File: src/hw/serial_pkg.sv
// Constants and carrier types for the serial port baud and framing block
//------------------------------------------------------------------
//------------------------------------------------------------------
package serial_pkg;
    localparam int ADDR_W = 3;
    localparam logic [2:0] REG_BAUD_HIGH = 3'h0;
    localparam logic [2:0] REG_BAUD_LOW = 3'h1;
    localparam logic [2:0] REG_FRAMING = 3'h2;
    localparam logic [2:0] REG_ENABLES = 3'h3;
    localparam logic [2:0] REG_STATUS = 3'h4;
    localparam logic [2:0] REG_DATA = 3'h5;
    localparam logic [2:0] REG_IRQ_MASK = 3'h6;
    localparam logic [2:0] REG_RX_NINTH = 3'h7;
    localparam int BDH_BRK_IE = 7;
    localparam int BDH_EDGE_IE = 6;
    localparam int FR_LOOP = 7;
    localparam int FR_FREEZE = 6;
    localparam int FR_RECEIVER_SOURCE_SELECT = 5;
    localparam int FR_NINE = 4;
    localparam int FR_WAKE = 3;
    localparam int FR_ILT = 2;
    localparam int FR_PE = 1;
    localparam int FR_PT = 0;
    localparam int EN_TX9 = 5;
    localparam int EN_LONG_BRK = 4;
    localparam int EN_TE = 3;
    localparam int EN_RE = 2;
    localparam int EN_SEND_BRK = 0;
    localparam int ST_TXE = 5;
    localparam logic [7:0] ST_W1C_MASK = 8'hDB;
    localparam logic [7:0] BAUD_LOW_RESET = 8'h04;
    localparam logic [3:0] SAMPLE_PHASE = 4'h7;
    localparam logic [3:0] LAST_PHASE = 4'hF;
    localparam logic [3:0] LEN_EIGHT = 4'hA;
    localparam logic [3:0] LEN_NINE = 4'hB;
    localparam logic [3:0] LEN_LONG_BRK = 4'hD;
    localparam logic [3:0] IDLE_SAT = 4'hF;
    localparam logic [7:0] BRK_DETECT_TICKS = 8'hB0;
    typedef struct packed {
        logic [ADDR_W-1:0] addr;
        logic [7:0] wdata;
        logic wr;
        logic rd;
    } bus_req_t;
endpackage

File: src/hw/serial_port.sv
// Serial port with baud generator, framing options and register file
`timescale 1ns/100ps
module serial_port
(
    input wire logic clk_sys_in,
    input wire logic rst_b_in,
    input wire serial_pkg::bus_req_t bus_in,
    output logic [7:0] rdata_out,
    input wire logic cpu_wait_in,
    input wire logic rx_pin_in,
    input wire logic tx_pin_in,
    output logic tx_pin_out,
    output logic tx_pin_oe_out,
    output logic rx_pin_owned_out,
    output logic irq_out
);
    import serial_pkg::*;

    typedef enum logic {TX_IDLE, TX_SEND} tx_state_t;
    typedef enum logic [1:0] {RX_IDLE, RX_SHIFT, RX_DONE} rx_state_t;

    function automatic logic ones_odd(input logic [8:0] v);
        ones_odd = ^v;
    endfunction

    //------------------------------------------------------------------
    // Register file
    //------------------------------------------------------------------
    logic [7:0] bdh_reg, framing_reg, enables_reg, mask_reg, rdata_reg, tx_buf_reg;
    logic [7:0] status_reg, status_next, rx_data_reg, rd_mux, st_view, st_set, st_clr;
    logic [12:0] divisor_reg;
    logic armed_reg, tx_empty_reg, rx9_reg;
    logic brk_set, edge_set, idle_set, rx_done, perr_set, ferr_set;
    logic tx_start;

    wire wr_bdh = bus_in.wr && bus_in.addr == REG_BAUD_HIGH;
    wire wr_bdl = bus_in.wr && bus_in.addr == REG_BAUD_LOW;
    wire wr_en = bus_in.wr && bus_in.addr == REG_ENABLES;
    wire wr_data = bus_in.wr && bus_in.addr == REG_DATA;
    wire loop = framing_reg[FR_LOOP];
    wire nine = framing_reg[FR_NINE];
    wire pe = framing_reg[FR_PE];
    wire odd = framing_reg[FR_PT];
    wire te = enables_reg[EN_TE];
    wire re = enables_reg[EN_RE];
    wire [7:0] mask_eff = {bdh_reg[BDH_BRK_IE], bdh_reg[BDH_EDGE_IE], mask_reg[5:0]};
    wire [3:0] char_len = nine ? LEN_NINE : LEN_EIGHT;

    assign st_view = {status_reg[7:6], tx_empty_reg, status_reg[4:0]};
    assign st_set = {brk_set, edge_set, 1'b0, rx_done, idle_set, 1'b0, perr_set, ferr_set};
    assign st_clr = (bus_in.wr && bus_in.addr == REG_STATUS) ? (bus_in.wdata & ST_W1C_MASK) : 8'h00;
    assign status_next = (status_reg & ~st_clr) | st_set;
    assign irq_out = |(st_view & mask_eff);

    always_comb
    begin
        unique case (bus_in.addr)
            REG_BAUD_HIGH: rd_mux = bdh_reg;
            REG_BAUD_LOW: rd_mux = divisor_reg[7:0];
            REG_FRAMING: rd_mux = framing_reg;
            REG_ENABLES: rd_mux = enables_reg;
            REG_STATUS: rd_mux = st_view;
            REG_DATA: rd_mux = rx_data_reg;
            REG_IRQ_MASK: rd_mux = {bdh_reg[7:6], mask_reg[5:0]};
            REG_RX_NINTH: rd_mux = {rx9_reg, 7'h00};
        endcase
    end
    assign rdata_out = rdata_reg;

    always_ff @(posedge clk_sys_in or negedge rst_b_in)
    begin
        if (!rst_b_in)
        begin
            bdh_reg <= 8'h00;
            divisor_reg <= {5'h00, BAUD_LOW_RESET};
            framing_reg <= 8'h00;
            enables_reg <= 8'h00;
            mask_reg <= 8'h00;
            status_reg <= 8'h00;
            rdata_reg <= 8'h00;
            armed_reg <= 1'b0;
        end
        else
        begin
            rdata_reg <= bus_in.rd ? rd_mux : 8'h00;
            status_reg <= status_next;
            if (wr_bdh)
                bdh_reg <= {bus_in.wdata[7:6], 1'b0, bus_in.wdata[4:0]};
            if (wr_bdl)
                divisor_reg <= {bdh_reg[4:0], bus_in.wdata};
            if (bus_in.wr && bus_in.addr == REG_FRAMING)
                framing_reg <= bus_in.wdata;
            if (wr_en)
                enables_reg <= {2'b00, bus_in.wdata[5:2], 1'b0, bus_in.wdata[0]};
            if (bus_in.wr && bus_in.addr == REG_IRQ_MASK)
                mask_reg <= {2'b00, bus_in.wdata[5:0]};
            if (wr_en && (bus_in.wdata[EN_TE] || bus_in.wdata[EN_RE]))
                armed_reg <= 1'b1;
        end
    end

    //------------------------------------------------------------------
    // Baud generator, sixteen ticks per bit
    //------------------------------------------------------------------
    logic [12:0] baud_cnt_reg;
    wire gen_on = armed_reg && divisor_reg != 13'h0000;
    wire run = gen_on && !(cpu_wait_in && framing_reg[FR_FREEZE]);
    wire tick16 = run && baud_cnt_reg == divisor_reg - 13'h0001;
    // Restart on a new divisor so a smaller one cannot make the count wrap
    wire [12:0] baud_cnt_next = (!run || tick16 || wr_bdl) ? 13'h0000 : baud_cnt_reg + 13'h0001;

    always_ff @(posedge clk_sys_in or negedge rst_b_in)
    begin
        if (!rst_b_in)
            baud_cnt_reg <= 13'h0000;
        else
            baud_cnt_reg <= baud_cnt_next;
    end

    //------------------------------------------------------------------
    // Transmitter
    //------------------------------------------------------------------
    tx_state_t tx_state_reg;
    logic [12:0] tx_frame_reg;
    logic [3:0] tx_phase_reg, tx_cnt_reg, tx_len_reg;
    logic tx_pin_reg;
    wire [7:0] td = tx_buf_reg;
    wire par_bit = odd ^ ones_odd(nine ? {1'b0, td} : {2'b00, td[6:0]});
    wire [8:0] chr = nine ? {pe ? par_bit : enables_reg[EN_TX9], td}
                          : {1'b1, pe ? par_bit : td[7], td[6:0]};
    wire send_brk = enables_reg[EN_SEND_BRK];
    wire [3:0] brk_len = enables_reg[EN_LONG_BRK] ? LEN_LONG_BRK : char_len;
    wire tx_line = tx_state_reg == TX_SEND ? tx_frame_reg[0] : 1'b1;
    // Frames start on a tick so the start bit lasts a full bit time
    assign tx_start = tx_state_reg == TX_IDLE && te && tick16 && (send_brk || !tx_empty_reg);
    wire tx_bit_end = tx_state_reg == TX_SEND && tick16 && tx_phase_reg == LAST_PHASE;

    always_ff @(posedge clk_sys_in or negedge rst_b_in)
    begin
        if (!rst_b_in)
        begin
            tx_state_reg <= TX_IDLE;
            tx_frame_reg <= 13'h1FFF;
            tx_phase_reg <= 4'h0;
            tx_cnt_reg <= 4'h0;
            tx_len_reg <= LEN_EIGHT;
            tx_buf_reg <= 8'h00;
            tx_empty_reg <= 1'b1;
            tx_pin_reg <= 1'b1;
        end
        else
        begin
            tx_pin_reg <= tx_line;
            if (wr_data)
            begin
                tx_buf_reg <= bus_in.wdata;
                tx_empty_reg <= 1'b0;
            end
            unique case (tx_state_reg)
                TX_IDLE:
                    if (tx_start)
                    begin
                        tx_state_reg <= TX_SEND;
                        tx_frame_reg <= send_brk ? 13'h0000 : {3'b111, chr, 1'b0};
                        tx_len_reg <= send_brk ? brk_len : char_len;
                        tx_phase_reg <= 4'h0;
                        tx_cnt_reg <= 4'h0;
                        if (!send_brk && !wr_data)
                            tx_empty_reg <= 1'b1;
                    end
                TX_SEND:
                begin
                    if (tick16)
                        tx_phase_reg <= tx_phase_reg + 4'h1;
                    if (tx_bit_end)
                    begin
                        tx_frame_reg <= {1'b1, tx_frame_reg[12:1]};
                        tx_cnt_reg <= tx_cnt_reg + 4'h1;
                        if (tx_cnt_reg == tx_len_reg - 4'h1)
                            tx_state_reg <= TX_IDLE;
                    end
                end
            endcase
        end
    end
    assign tx_pin_out = tx_pin_reg;
    assign tx_pin_oe_out = te || tx_state_reg == TX_SEND;

    //------------------------------------------------------------------
    // Receiver input selection and edge, break, idle detection
    //------------------------------------------------------------------
    logic rx_s1_reg, rx_s2_reg, txp_s1_reg, txp_s2_reg, rx_line_d_reg;
    logic [7:0] low_cnt_reg;
    logic [3:0] idle_ph_reg, idle_cnt_reg;
    wire rx_line = loop ? (framing_reg[FR_RECEIVER_SOURCE_SELECT] ? txp_s2_reg : tx_line) : rx_s2_reg;
    wire fall = rx_line_d_reg && !rx_line;
    wire idle_tick = tick16 && idle_ph_reg == LAST_PHASE;
    wire [3:0] idle_need = char_len;
    assign rx_pin_owned_out = re && !loop;
    assign edge_set = re && fall;
    assign brk_set = re && tick16 && !rx_line && low_cnt_reg == BRK_DETECT_TICKS - 8'h01;
    assign idle_set = re && idle_tick && rx_line && idle_cnt_reg == idle_need - 4'h1;

    always_ff @(posedge clk_sys_in or negedge rst_b_in)
    begin
        if (!rst_b_in)
        begin
            rx_s1_reg <= 1'b1;
            rx_s2_reg <= 1'b1;
            txp_s1_reg <= 1'b1;
            txp_s2_reg <= 1'b1;
            rx_line_d_reg <= 1'b1;
            low_cnt_reg <= 8'h00;
            idle_ph_reg <= 4'h0;
            idle_cnt_reg <= IDLE_SAT;
        end
        else
        begin
            rx_s1_reg <= rx_pin_in;
            rx_s2_reg <= rx_s1_reg;
            txp_s1_reg <= tx_pin_in;
            txp_s2_reg <= txp_s1_reg;
            rx_line_d_reg <= rx_line;
            if (rx_line)
                low_cnt_reg <= 8'h00;
            else if (tick16 && low_cnt_reg != BRK_DETECT_TICKS)
                low_cnt_reg <= low_cnt_reg + 8'h01;
            if (tick16)
                idle_ph_reg <= idle_ph_reg + 4'h1;
            if (!rx_line || (framing_reg[FR_ILT] && rx_done))
                idle_cnt_reg <= 4'h0;
            else if (idle_tick && idle_cnt_reg != IDLE_SAT)
                idle_cnt_reg <= idle_cnt_reg + 4'h1;
        end
    end

    //------------------------------------------------------------------
    // Receiver shifter
    //------------------------------------------------------------------
    rx_state_t rx_state_reg;
    logic [10:0] rx_sr_reg;
    logic [3:0] rx_phase_reg, rx_bit_reg;
    wire rx_stop = nine ? rx_sr_reg[10] : rx_sr_reg[9];
    wire rx_odd = ones_odd(nine ? rx_sr_reg[9:1] : {1'b0, rx_sr_reg[8:1]});
    wire rx_sample = rx_state_reg == RX_SHIFT && tick16 && rx_phase_reg == SAMPLE_PHASE;
    assign rx_done = rx_state_reg == RX_DONE;
    assign ferr_set = rx_done && !rx_stop;
    assign perr_set = rx_done && pe && rx_odd != odd;

    always_ff @(posedge clk_sys_in or negedge rst_b_in)
    begin
        if (!rst_b_in)
        begin
            rx_state_reg <= RX_IDLE;
            rx_sr_reg <= 11'h000;
            rx_phase_reg <= 4'h0;
            rx_bit_reg <= 4'h0;
            rx_data_reg <= 8'h00;
            rx9_reg <= 1'b0;
        end
        else
        begin
            unique case (rx_state_reg)
                RX_IDLE:
                    if (re && run && fall)
                    begin
                        rx_state_reg <= RX_SHIFT;
                        rx_phase_reg <= 4'h0;
                        rx_bit_reg <= 4'h0;
                    end
                RX_SHIFT:
                begin
                    if (tick16)
                        rx_phase_reg <= rx_phase_reg + 4'h1;
                    if (!re)
                        rx_state_reg <= RX_IDLE;
                    else if (rx_sample)
                    begin
                        rx_sr_reg[rx_bit_reg] <= rx_line;
                        rx_bit_reg <= rx_bit_reg + 4'h1;
                        if (rx_bit_reg == 4'h0 && rx_line)
                            rx_state_reg <= RX_IDLE;
                        else if (rx_bit_reg == char_len - 4'h1)
                            rx_state_reg <= RX_DONE;
                    end
                end
                RX_DONE:
                begin
                    rx_state_reg <= RX_IDLE;
                    rx_data_reg <= rx_sr_reg[8:1];
                    rx9_reg <= rx_sr_reg[9];
                end
            endcase
        end
    end

    logic [12:0] gap_reg;
    logic gap_ok_reg;
    always_ff @(posedge clk_sys_in or negedge rst_b_in)
    begin
        if (!rst_b_in)
        begin
            gap_reg <= 13'h0000;
            gap_ok_reg <= 1'b0;
        end
        else
        begin
            gap_reg <= tick16 ? 13'h0000 : gap_reg + 13'h0001;
            gap_ok_reg <= run && !wr_bdl && (tick16 || gap_ok_reg);
        end
    end
endmodule

File: config.mk
export PLATFORM = sky130hd
export DESIGN_NAME = serial_port
export DESIGN_NICKNAME = d
export VERILOG_FILES = /design/src/hw/serial_pkg.sv /design/src/hw/serial_port.sv
export SDC_FILE = /design/constraint.sdc
export NUM_CORES = 1
export LEC_CHECK = 0
export BUFFER_PORTS_ARGS = -buffer_cell sky130_fd_sc_hd__buf_2
export CORE_UTILIZATION = 41
export CTS_BUF_LIST = sky130_fd_sc_hd__clkbuf_16
export CTS_CLUSTER_SIZE = 40
export DETAILED_ROUTE_END_ITERATION = 6
export GPL_ROUTABILITY_DRIVEN = 1
export PLACE_DENSITY_LB_ADDON = 0.3
export SLEW_MARGIN = 20
export SYNTH_ARGS = -nofsm -noshare
export SYNTH_HDL_FRONTEND = slang
export SYNTH_SLANG_ARGS = --single-unit
File: constraint.sdc
create_clock -name clk_sys_in -period 4.06 [get_ports clk_sys_in]
set_input_delay 0 -clock clk_sys_in [delete_from_list [all_inputs] [get_ports clk_sys_in]]
set_output_delay 0 -clock clk_sys_in [all_outputs]
set_load 0.02 [all_outputs]
; Yosys cells after proc, flatten, opt, wreduce, memory -nomap -nowiden
; Index checks and enable logic that the tools add are counted.
[word_totals]
latch_bits = 0
romBits = 0
mem_count = 0
output_inout_bits = 12
ram_bits = 0
regBits = 156
[classes]
magnitude_cmp = 2
eq_ne = 29
n_mul = 0
shifts = 0
muxes = 52
n_div = 0
n_addsub = 11
bitwise = 6
n_reduce_logical = 71
[ops]
columns = op, n
row1 = $pmux 8 s8, 1
row2 = $mux 13, 4
row3 = $logic_and 1x1->1, 40
row4 = $mux 8, 5
row5 = $mux 4, 9
row6 = $pmux 4 s2, 4
row7 = $pmux 13 s2, 1
row8 = $add 4x1->4 const B, 6
row9 = $mux 9, 2
row10 = $reduce_xor 9->1, 2
row11 = $and 8x8->8, 2
row12 = $mux 1, 15
row13 = $add 13x1->13 const B, 1
row14 = $eq 13x13->1, 1
row15 = $reduce_bool 13->1, 1
row16 = $sub 13x1->13 const B, 1
row17 = $eq 3x3->1 const B, 4
row18 = $eq 4x4->1, 3
row19 = $ne 2x2->1 const B, 6
row20 = $bwmux 11, 1
row21 = $mux 2, 5
row22 = $reduce_and 3->1, 3
row23 = $add 8x1->8 const B, 1
row24 = $eq 4x4->1 const B, 2
row25 = 32 further kinds, 51

; Depth between registers and ports, before layout
; Gate-level depths: netlist (run 1).
[depth]
word_depth = 9
depth_mapped = 11

; Worst setup path before layout (run 1)
; Ideal clock, no wire load.
[synth_timing]
kind = register -> register
from = register divisor_reg[0]
to = register low_cnt_reg[3]
stages_incl_launch_ff = 11
path_buffers = 1
setup_ns = 0.082
period_less_slack_ns = 3.183
t_arrival_ns = 3.100
required_ns = 3.978
path_slack_ns = 0.877
path_cell_list = dfrtp_1 inv_1 ha_1 or3b_2 a2111oi_1 o22ai_1 a2111oi_2 nand3_1 buf_2 or3_1 a21oi_1
[synth_via]
elab_chain_cells = 6
word_cells_on_any_way = 8
cone_classes = add/sub: 1 / eq/ne: 1 / reduce/logical: 6
[synth_lines]
columns = item, line_no
row1 = start: declaration, serial_port.sv:31  ; logic [12:0] divisor_reg;
row2 = start signal: assignment, serial_port.sv:75  ; divisor_reg <= {5'h00, BAUD_LOW_RESET};
row3 = start signal: assignment, serial_port.sv:90  ; divisor_reg <= {bdh_reg[4:0], bus_in.wdata};
row4 = branches (longest 3 deep; another with $sub 13x1->13), n/a
row5 = $logic_and 1x1->1 *, serial_port.sv:108  ; wire tick16 = run && baud_cnt_reg == divisor_reg - 13'h0001;
row6 = $logic_and 1x1->1 *, serial_port.sv:226  ; else if (tick16 && low_cnt_reg != BRK_DETECT_TICKS)
row7 = $reduce_bool 2->1 (no line) *, n/a
row8 = end signal: assignment, serial_port.sv:227  ; low_cnt_reg <= low_cnt_reg + 8'h01;
row9 = end: declaration, serial_port.sv:193  ; logic [7:0] low_cnt_reg;
; Mark *: on every way between the ends.
; A chain may end at the register's enable or synchronous reset.

; Worst setup path in the final report (run 1)
[layout_timing]
from = register divisor_reg[0]
to = register low_cnt_reg[6]
; The elaborated chain is that of the path after synthesis.

==> results of run 1 <==
final cells by class:
type	instances	area, um^2
Fill cell	1826	10200
Multi-Input combinational cell	567	3980
Sequential cell	152	3840
Clock buffer	18	450
Timing Repair Buffer	52	357
Tap cell	265	332
Clock inverter	14	131
Inverter	35	131
metal layers:
layer  GRT usage  vias to the layer above
met5           0                        -
met4      0.0673                        0
met3      0.0390                       32
met2       0.316                      148
met1       0.282                     2937
li1            -                     2907
stage by stage:
| stage | cells | hold slack, ns |
|---|---|---|
| floorplan | 789 | -0.296 |
| detailed placement | 1058 | 0.106 |
| global route | 1103 | 0.117 |
| global placement | 1058 | 0.106 |
| CTS | 1103 | 0.0893 |
| finish | 1103 | 0.109 |
worst max-delay path: stages (launching register included):
cell and delay [ns]:
dfrtp_1 0.43, inv_1 0.13, ha_1 0.31, or3b_2 0.54, a2111oi_1 0.38, o22ai_1 0.15
a2111oi_2 0.24, buf_4 0.21, nand3_1 0.16, buf_4 0.25, or4b_1 0.51, a21oi_1 0.16
cell usage in the layout (no fill, tap or decap), types with 5 or more instances in the layout:
cell,n
a21o_1,6
a21oi_1,28
a22o_1,9
a31oi_1,5
and3_1,10
buf_2,28
buf_4,10
clkbuf_16,18
dfrtp_1,126
dfstp_2,26
dlygate4sd3_1,13
ha_1,18
inv_1,34
inv_6,5
mux2_2,57
mux2i_1,24
nand2_1,80
nand2b_1,7
nand3_1,21
nand4_1,14
nor2_1,44
nor2b_1,15
nor3_1,10
o21ai_0,52
o22ai_1,7
o31ai_1,12
or2_2,5
or3_1,13
xnor2_1,31
xor2_1,19
where the power goes:
| part | internal (mW) | switching (mW) | total [mW] |
|---|---|---|---|
| Clock | 0.894 | 0.678 | 1.57 |
| Combinational | 0.411 | 0.522 | 0.934 |
| Sequential | 1.70 | 0.227 | 1.92 |
| Total | 3.00 | 1.43 | 4.43 |
final timing paths:
check	startpoint	endpoint	slack, ns	cells after the start
max	divisor_reg[0]	low_cnt_reg[6]	0.50	11
min	bus_in[12]	rdata_out[1]	0.11	2
max reg2reg	divisor_reg[0]	low_cnt_reg[6]	0.50	11
min reg2reg	txp_s1_reg	txp_s2_reg	0.36	0
max in group asynchronous	rst_b_in	rx_line_d_reg	2.86	3
min in group asynchronous	rst_b_in	baud_cnt_reg[11]	0.21	2
logic make-up (layout without fill, tap and decap cells):
| logic type | count (synthesis) | after routing | synth area share |
|---|---|---|---|
| simple gates | 256 | 256 | 0.163 |
| fa+ha+maj | 18 | 18 | 0.0278 |
| xor+xnor | 50 | 50 | 0.0541 |
| flops | 152 | 152 | 0.474 |
| mux | 84 | 84 | 0.115 |
| compound gates | 159 | 159 | 0.132 |
| buf+inv | 70 | 119 | 0.0348 |
==> flow_summary.html, run 1 <==
<table>
<tr><th>Metric</th><th>Value</th></tr>
<tr><th colspan="2">Synth</th></tr>
<tr><td>Warning count from the yosys run</td><td>0</td></tr>
<tr><td>Most instantiated flip-flop cell in the synthesis netlist</td><td>dfrtp_1</td></tr>
<tr><td>Flip-flop and latch count after synthesis</td><td>152</td></tr>
<tr><td>Proportion of synthesized chip area in sequential cells</td><td>0.474</td></tr>
<tr><td>Most numerous cell types in the synthesized netlist</td><td>dfrtp_1, nand2_1, mux2_2</td></tr>
<tr><td>Number of flops mapped to enable cells by yosys</td><td>0</td></tr>
<tr><td>Synth area leaders</td><td>dfrtp_1, dfstp_2, mux2_2</td></tr>
<tr><td>Library cell occupying the most area in the post-synthesis netlist</td><td>dfrtp_1</td></tr>
<tr><td>Most frequent cell after synthesis</td><td>dfrtp_1</td></tr>
<tr><td>Count of unique library cells instantiated by Yosys</td><td>70</td></tr>
<tr><td>Netlist area before placement</td><td>0.00810 mm^2</td></tr>
<tr><td>Number of standard cells after synthesis</td><td>789</td></tr>
<tr><td>Synthesized area per cell</td><td>10.3 um^2</td></tr>
<tr><td>Total nets after synthesis</td><td>825</td></tr>
<tr><td>FFs w/ async S/R, synth</td><td>1.00</td></tr>
<tr><td>Share of the synthesized area in the top cell type</td><td>0.389</td></tr>
<tr><th colspan="2">Global routing</th></tr>
<tr><td>Maximum number of pins on one net before global-route repair</td><td>87</td></tr>
<tr><td>All-Layer GR Usage</td><td>0.203</td></tr>
<tr><td>Total gr overflow</td><td>0</td></tr>
<tr><td>Wire length of the first global-routing pass</td><td>31.8 mm</td></tr>
<tr><td>Number of antenna violations at the first check in global routing</td><td>0</td></tr>
<tr><td>Via count of the first global-routing pass</td><td>5869</td></tr>
<tr><th colspan="2">STA</th></tr>
<tr><td>RSZ-0062 raised after global routing</td><td>false</td></tr>
<tr><td>Final critical path time including I/O delays and setup</td><td>3.56 ns</td></tr>
<tr><td>Slew at the pin with the worst max-slew slack</td><td>0.827 ns</td></tr>
<tr><td>Post-Route Setup TNS</td><td>0 ns</td></tr>
<tr><td>Slew headroom</td><td>0.444</td></tr>
<tr><td>Number of max-slew violations in the final report</td><td>0</td></tr>
<tr><td>Top achievable clock speed</td><td>0.281 GHz</td></tr>
<tr><td>Worst Skew</td><td>0.00982 ns</td></tr>
<tr><td>Setup ws final</td><td>0.501 ns</td></tr>
<tr><td>Count of endpoints failing setup in the final report</td><td>0</td></tr>
<tr><td>Number of failing hold endpoints at the final stage</td><td>0</td></tr>
<tr><td>Part of the cycle the worst path needs</td><td>0.877</td></tr>
<tr><th colspan="2">Layout</th></tr>
<tr><td>Cell area after layout</td><td>0.00922 mm^2</td></tr>
<tr><td>Number of nets at the end of the flow</td><td>861</td></tr>
<tr><td>Ant. Diodes</td><td>0</td></tr>
<tr><td>Ratio of cells with drive above 1 in the final layout</td><td>0.206</td></tr>
<tr><td>Utilization after layout</td><td>0.475</td></tr>
<tr><td>Layout overhead on the synthesized area</td><td>13.9%</td></tr>
<tr><th colspan="2">Floorplanning</th></tr>
<tr><td>Number of placement rows</td><td>51</td></tr>
<tr><td>Overall die width</td><td>143 um</td></tr>
<tr><td>IO Count</td><td>30</td></tr>
<tr><td>Y dimension of the die</td><td>143 um</td></tr>
<tr><td>Die Outline Area</td><td>0.0203 mm^2</td></tr>
<tr><td>Effective utilization at floorplan</td><td>0.417</td></tr>
<tr><td>CORE AREA</td><td>0.0194 mm^2</td></tr>
<tr><th colspan="2">Pwr</th></tr>
<tr><td>Static leakage</td><td>4.01 nW</td></tr>
<tr><td>Total design power</td><td>4.43 mW</td></tr>
<tr><td>Power Dens Cells</td><td>480 mW/mm^2</td></tr>
<tr><td>VDD IR-drop max</td><td>257 uV</td></tr>
<tr><th colspan="2">CTS</th></tr>
<tr><td># H-tree levels</td><td>4</td></tr>
<tr><td>Total setup buffers inserted after CTS</td><td>0</td></tr>
<tr><td>Number of buffers added by the clock tree synthesis step</td><td>17</td></tr>
<tr><td>Clock tree from TritonCTS</td><td>built</td></tr>
<tr><td>Clock latency reported for the late side of the worst-skew pair</td><td>0.43 ns</td></tr>
<tr><td>Cells resized by post-CTS repair</td><td>0</td></tr>
<tr><td>Clock root buffer</td><td>clkbuf_16</td></tr>
<tr><td>Number of buffers on the longest clock path</td><td>2</td></tr>
<tr><td>Post-CTS clock slew at the launch and capture registers of the worst setup and hold paths</td><td>0.07 ns</td></tr>
<tr><td>TritonCTS Sinks</td><td>152</td></tr>
<tr><td>Number of buffers inserted for hold repair after clock tree synthesis</td><td>13</td></tr>
<tr><th colspan="2">Detailed routing</th></tr>
<tr><td>Max layer used</td><td>met4</td></tr>
<tr><td>Initial DRT Pass Iterations</td><td>6</td></tr>
<tr><td>Met3 Routed Length</td><td>782 um</td></tr>
<tr><td>Number of design-rule violations left by the first detailed-router iteration</td><td>421</td></tr>
<tr><td>Sum of routed wire segments on met1</td><td>9.22 mm</td></tr>
<tr><td>Met2 wirelength from detailed routing</td><td>8.63 mm</td></tr>
<tr><td>Remaining routing DRC violations</td><td>0</td></tr>
<tr><td>DR WL/cell</td><td>17.3 um</td></tr>
<tr><td>Post-detailed-route via-to-cell ratio</td><td>5.46</td></tr>
<tr><td>Total wire length</td><td>19.1 mm</td></tr>
<tr><td>Post-route antenna net violation count</td><td>0</td></tr>
<tr><td>Detailed-route via count</td><td>6024</td></tr>
<tr><th colspan="2">Setup path</th></tr>
<tr><td>Crit path kind</td><td>register to register</td></tr>
<tr><td>Arrival time worst endpoint</td><td>3.91 ns</td></tr>
<tr><td>Endpoint class of the critical path</td><td>register</td></tr>
<tr><td>Max FO, Critical Path</td><td>18</td></tr>
<tr><td>Critical path required time</td><td>4.41 ns</td></tr>
<tr><td>Element type at the critical path start</td><td>register</td></tr>
<tr><th colspan="2">Placed design</th></tr>
<tr><td>Setup Slack @ Placement</td><td>0.520 ns</td></tr>
<tr><td>Cell area after placement</td><td>0.00851 mm^2</td></tr>
<tr><td>HPWL after detailed placement</td><td>13.2 mm</td></tr>
<tr><td>Routability Congestion</td><td>0.888</td></tr>
<tr><td>Total of buffers placed on input and output ports</td><td>29</td></tr>
<tr><th colspan="2">Min path</th></tr>
<tr><td>Class of the most critical hold timing path</td><td>input port to register</td></tr>
<tr><th colspan="2">Flow run</th></tr>
<tr><td>Max Cap Viol</td><td>0</td></tr>
<tr><th colspan="2">Run status</th></tr>
<tr><td>Outcome</td><td>finished clean</td></tr>
</table>
Note: power is estimated with default switching activity, not from simulation.
==> inputs of run 2 (changes only) <==
ABC_AREA = 1   (was unset)
GPL_ROUTABILITY_DRIVEN = 0   (was 1)
==> flow_summary.html, run 2 <==
<table>
<tr><th>Metric</th><th>Value</th></tr>
<tr><th colspan="2">Run status</th></tr>
<tr><td>Outcome</td><td>finished clean (unchanged)</td></tr>
<tr><th colspan="2">Placed design</th></tr>
<tr><td>Total of buffers placed on input and output ports</td><td>29 (unchanged)</td></tr>
<tr><td>HPWL after detailed placement</td><td>14.3 mm (was 13.2 mm)</td></tr>
<tr><td>Cell area after placement</td><td>0.00862 mm^2 (was 0.00851 mm^2)</td></tr>
<tr><td>Setup Slack @ Placement</td><td>1.11 ns (was 0.520 ns)</td></tr>
<tr><th colspan="2">STA</th></tr>
<tr><td>Worst Skew</td><td>0.00785 ns (was 0.00982 ns)</td></tr>
<tr><td>Top achievable clock speed</td><td>0.338 GHz (was 0.281 GHz)</td></tr>
<tr><td>Count of endpoints failing setup in the final report</td><td>0 (unchanged)</td></tr>
<tr><td>Setup ws final</td><td>1.10 ns (was 0.501 ns)</td></tr>
<tr><td>Number of failing hold endpoints at the final stage</td><td>0 (unchanged)</td></tr>
<tr><td>Slew headroom</td><td>0.358 (was 0.444)</td></tr>
<tr><td>Number of max-slew violations in the final report</td><td>0 (unchanged)</td></tr>
<tr><td>Part of the cycle the worst path needs</td><td>0.729 (was 0.877)</td></tr>
<tr><td>Final critical path time including I/O delays and setup</td><td>2.96 ns (was 3.56 ns)</td></tr>
<tr><td>Post-Route Setup TNS</td><td>0 ns (unchanged)</td></tr>
<tr><td>Slew at the pin with the worst max-slew slack</td><td>0.963 ns (was 0.827 ns)</td></tr>
<tr><td>RSZ-0062 raised after global routing</td><td>false (unchanged)</td></tr>
<tr><th colspan="2">Synth</th></tr>
<tr><td>Most instantiated flip-flop cell in the synthesis netlist</td><td>dfrtp_1 (unchanged)</td></tr>
<tr><td>Most numerous cell types in the synthesized netlist</td><td>nand2_1, dfrtp_1, inv_1 (was dfrtp_1, nand2_1, mux2_2)</td></tr>
<tr><td>Netlist area before placement</td><td>0.00821 mm^2 (was 0.00810 mm^2)</td></tr>
<tr><td>Proportion of synthesized chip area in sequential cells</td><td>0.467 (was 0.474)</td></tr>
<tr><td>Share of the synthesized area in the top cell type</td><td>0.384 (was 0.389)</td></tr>
<tr><td>Synth area leaders</td><td>dfrtp_1, nand2_1, dfstp_2 (was dfrtp_1, dfstp_2, mux2_2)</td></tr>
<tr><td>Warning count from the yosys run</td><td>0 (unchanged)</td></tr>
<tr><td>FFs w/ async S/R, synth</td><td>1.00 (unchanged)</td></tr>
<tr><td>Most frequent cell after synthesis</td><td>nand2_1 (was dfrtp_1)</td></tr>
<tr><td>Library cell occupying the most area in the post-synthesis netlist</td><td>dfrtp_1 (unchanged)</td></tr>
<tr><td>Flip-flop and latch count after synthesis</td><td>152 (unchanged)</td></tr>
<tr><td>Number of flops mapped to enable cells by yosys</td><td>0 (unchanged)</td></tr>
<tr><td>Number of standard cells after synthesis</td><td>1054 (was 789)</td></tr>
<tr><td>Total nets after synthesis</td><td>1090 (was 825)</td></tr>
<tr><td>Synthesized area per cell</td><td>7.79 um^2 (was 10.3 um^2)</td></tr>
<tr><td>Count of unique library cells instantiated by Yosys</td><td>48 (was 70)</td></tr>
<tr><th colspan="2">Detailed routing</th></tr>
<tr><td>Post-route antenna net violation count</td><td>0 (unchanged)</td></tr>
<tr><td>Total wire length</td><td>19.8 mm (was 19.1 mm)</td></tr>
<tr><td>Post-detailed-route via-to-cell ratio</td><td>5.04 (was 5.46)</td></tr>
<tr><td>DR WL/cell</td><td>14.4 um (was 17.3 um)</td></tr>
<tr><td>Detailed-route via count</td><td>6924 (was 6024)</td></tr>
<tr><td>Number of design-rule violations left by the first detailed-router iteration</td><td>482 (was 421)</td></tr>
<tr><td>Initial DRT Pass Iterations</td><td>5 (was 6)</td></tr>
<tr><td>Remaining routing DRC violations</td><td>0 (unchanged)</td></tr>
<tr><th colspan="2">Layout</th></tr>
<tr><td>Most common library cell in the layout ignoring fill and taps</td><td>nand2_1 (was dfrtp_1)</td></tr>
<tr><td>Ant. Diodes</td><td>0 (unchanged)</td></tr>
<tr><td>Most used cells in the layout excluding fill and tap cells</td><td>nand2_1, dfrtp_1, inv_1, nor2_1, o21ai_0 (was dfrtp_1, nand2_1, mux2_2, o21ai_0, nor2_1)</td></tr>
<tr><td>Number of inserted filler cells in the final layout</td><td>1934 (was 1826)</td></tr>
<tr><td>Number of nets at the end of the flow</td><td>1133 (was 861)</td></tr>
<tr><td>Cell area after layout</td><td>0.00931 mm^2 (was 0.00922 mm^2)</td></tr>
<tr><td>Sequential cell area</td><td>0.00384 mm^2 (unchanged)</td></tr>
<tr><td>Layout overhead on the synthesized area</td><td>13.3% (was 13.9%)</td></tr>
<tr><td>Ratio of cells with drive above 1 in the final layout</td><td>0.106 (was 0.206)</td></tr>
<tr><td>Total area of multi-input combinational cells</td><td>0.00382 mm^2 (was 0.00398 mm^2)</td></tr>
<tr><th colspan="2">Setup path</th></tr>
<tr><td>Crit path kind</td><td>register to register (unchanged)</td></tr>
<tr><td>Max FO, Critical Path</td><td>23 (was 18)</td></tr>
<tr><td>Arrival time worst endpoint</td><td>3.33 ns (was 3.91 ns)</td></tr>
<tr><td>Critical path required time</td><td>4.43 ns (was 4.41 ns)</td></tr>
<tr><td>Endpoint class of the critical path</td><td>register (unchanged)</td></tr>
<tr><td>Element type at the critical path start</td><td>register (unchanged)</td></tr>
<tr><th colspan="2">Min path</th></tr>
<tr><td>Class of the most critical hold timing path</td><td>input port to register (unchanged)</td></tr>
<tr><th colspan="2">CTS</th></tr>
<tr><td>Number of buffers inserted for hold repair after clock tree synthesis</td><td>13 (unchanged)</td></tr>
<tr><td>TritonCTS Sinks</td><td>152 (unchanged)</td></tr>
<tr><td>Clock latency reported for the late side of the worst-skew pair</td><td>0.43 ns (about the same)</td></tr>
<tr><td>Clock tree from TritonCTS</td><td>built (unchanged)</td></tr>
<tr><td>Cells resized by post-CTS repair</td><td>0 (unchanged)</td></tr>
<tr><td>Total setup buffers inserted after CTS</td><td>0 (unchanged)</td></tr>
<tr><td># H-tree levels</td><td>4 (unchanged)</td></tr>
<tr><td>Post-CTS clock slew at the launch and capture registers of the worst setup and hold paths</td><td>0.06 ns (was 0.07 ns)</td></tr>
<tr><td>Number of buffers added by the clock tree synthesis step</td><td>17 (unchanged)</td></tr>
<tr><td>Number of buffers on the longest clock path</td><td>2 (unchanged)</td></tr>
<tr><td>Clock root buffer</td><td>clkbuf_16 (unchanged)</td></tr>
<tr><th colspan="2">Global routing</th></tr>
<tr><td>Number of antenna violations at the first check in global routing</td><td>0 (unchanged)</td></tr>
<tr><td>Maximum number of pins on one net before global-route repair</td><td>103 (was 87)</td></tr>
<tr><td>Via count of the first global-routing pass</td><td>6597 (was 5869)</td></tr>
<tr><td>Wire length of the first global-routing pass</td><td>33.2 mm (was 31.8 mm)</td></tr>
<tr><td>Total gr overflow</td><td>0 (unchanged)</td></tr>
<tr><td>All-Layer GR Usage</td><td>0.210 (was 0.203)</td></tr>
<tr><th colspan="2">Floorplanning</th></tr>
<tr><td>Die Outline Area</td><td>0.0206 mm^2 (was 0.0203 mm^2)</td></tr>
<tr><td>CORE AREA</td><td>0.0195 mm^2 (was 0.0194 mm^2)</td></tr>
<tr><td>IO Count</td><td>30 (unchanged)</td></tr>
<tr><td>Number of placement rows</td><td>51 (unchanged)</td></tr>
<tr><td>Y dimension of the die</td><td>144 um (was 143 um)</td></tr>
<tr><td>Overall die width</td><td>144 um (was 143 um)</td></tr>
<tr><td>Effective utilization at floorplan</td><td>0.421 (was 0.417)</td></tr>
<tr><th colspan="2">Pwr</th></tr>
<tr><td>Power Dens Cells</td><td>511 mW/mm^2 (was 480 mW/mm^2)</td></tr>
<tr><td>Static leakage</td><td>4.52 nW (was 4.01 nW)</td></tr>
<tr><td>Total design power</td><td>4.75 mW (was 4.43 mW)</td></tr>
<tr><td>VDD IR-drop max</td><td>278 uV (was 257 uV)</td></tr>
<tr><th colspan="2">Flow run</th></tr>
<tr><td>Max Cap Viol</td><td>0 (unchanged)</td></tr>
</table>
[run 2: changes by cell type in the layout (fill, tap and decap cells not counted), sizes merged, moves of 15 or more]
cell | previous run | this run
inv | 44 | 122
mux2 | 60 | 4
mux2i | 24 | 0
nand2 | 80 | 324
nand3 | 21 | 81
nor2 | 44 | 105
nor2b | 15 | 0
o21ai | 53 | 93
[run 2: layout make-up]
type / instances / area share
clock buffers: 17 / 0.0457
clock inverters: 15 / 0.0142
inverters: 121 / 0.0488
multi-input cells: 759 / 0.410
flip-flops and latches: 152 / 0.412
well taps: 265 / 0.0356
repair buffers: 46 / 0.0335
[run 2: worst max-delay path, stage by stage, from the launching register on]
cell     delay (ns)
dfrtp_1        0.39
inv_1          0.17
ha_1           0.22
nand2_1        0.11
nor2_2         0.20
nand3_1        0.15
nand2_1        0.12
nand2_1        0.05
nand2_1        0.07
nand4_1        0.16
nor2_1         0.16
nand4_2        0.51
nand2_4        0.44
nand2_1        0.08
nand2_1        0.07
[run 2: worst paths after layout]
| kind | start | end | slack [ns] | depth (start not counted) |
|---|---|---|---|---|
| worst max-delay path | divisor_reg[0] | tx_frame_reg[1] | 1.10 | 14 |
| worst min-delay path | bus_in[6] | enables_reg[4] | 0.06 | 3 |
| worst max register to register | divisor_reg[0] | tx_frame_reg[1] | 1.10 | 14 |
| worst min register to register | rx_s1_reg | rx_s2_reg | 0.36 | 0 |
| max in group asynchronous | rst_b_in | tx_frame_reg[6] | 2.84 | 3 |
| min in group asynchronous | rst_b_in | divisor_reg[9] | 0.22 | 2 |
[run 2: cell families after synthesis]
| family | after synthesis | synth area share |
|---|---|---|
| AO/OA/AOI/OAI | 140 | 0.0963 |
| XOR/XNOR | 48 | 0.0512 |
| adder cells (fa/ha/maj) | 18 | 0.0274 |
| buffers and inverters | 143 | 0.0684 |
| flip-flops | 152 | 0.467 |
| multiplexers | 4 | 0.00548 |
| AND/OR/NAND/NOR | 549 | 0.284 |
[run 2: layer usage]
layer	track usage	up-vias	part of all wire
met5	0	-	0
met4	0.0812	0	0.026
met3	0.0463	35	0.042
met2	0.332	140	0.46
met1	0.279	3276	0.47
li1	-	3473	-
[run 2: stage by stage]
step	utilization	instances	hold slack (ns)
2_1_floorplan	-	1054	-0.296
3_3_place_gp	0.441	1330	0.108
3_5_place_dp	0.441	1330	0.108
4_1_cts	0.477	1375	0.0444
5_1_grt	0.477	1375	0.0596
6_report	0.477	1375	0.0612
[run 2: report_power, final]
group	leakage (nW)	total [mW]	switching [mW]	internal, mW
registers	1.92	2.01	0.236	1.77
clock network	0.266	1.50	0.657	0.843
logic	2.33	1.25	0.807	0.440
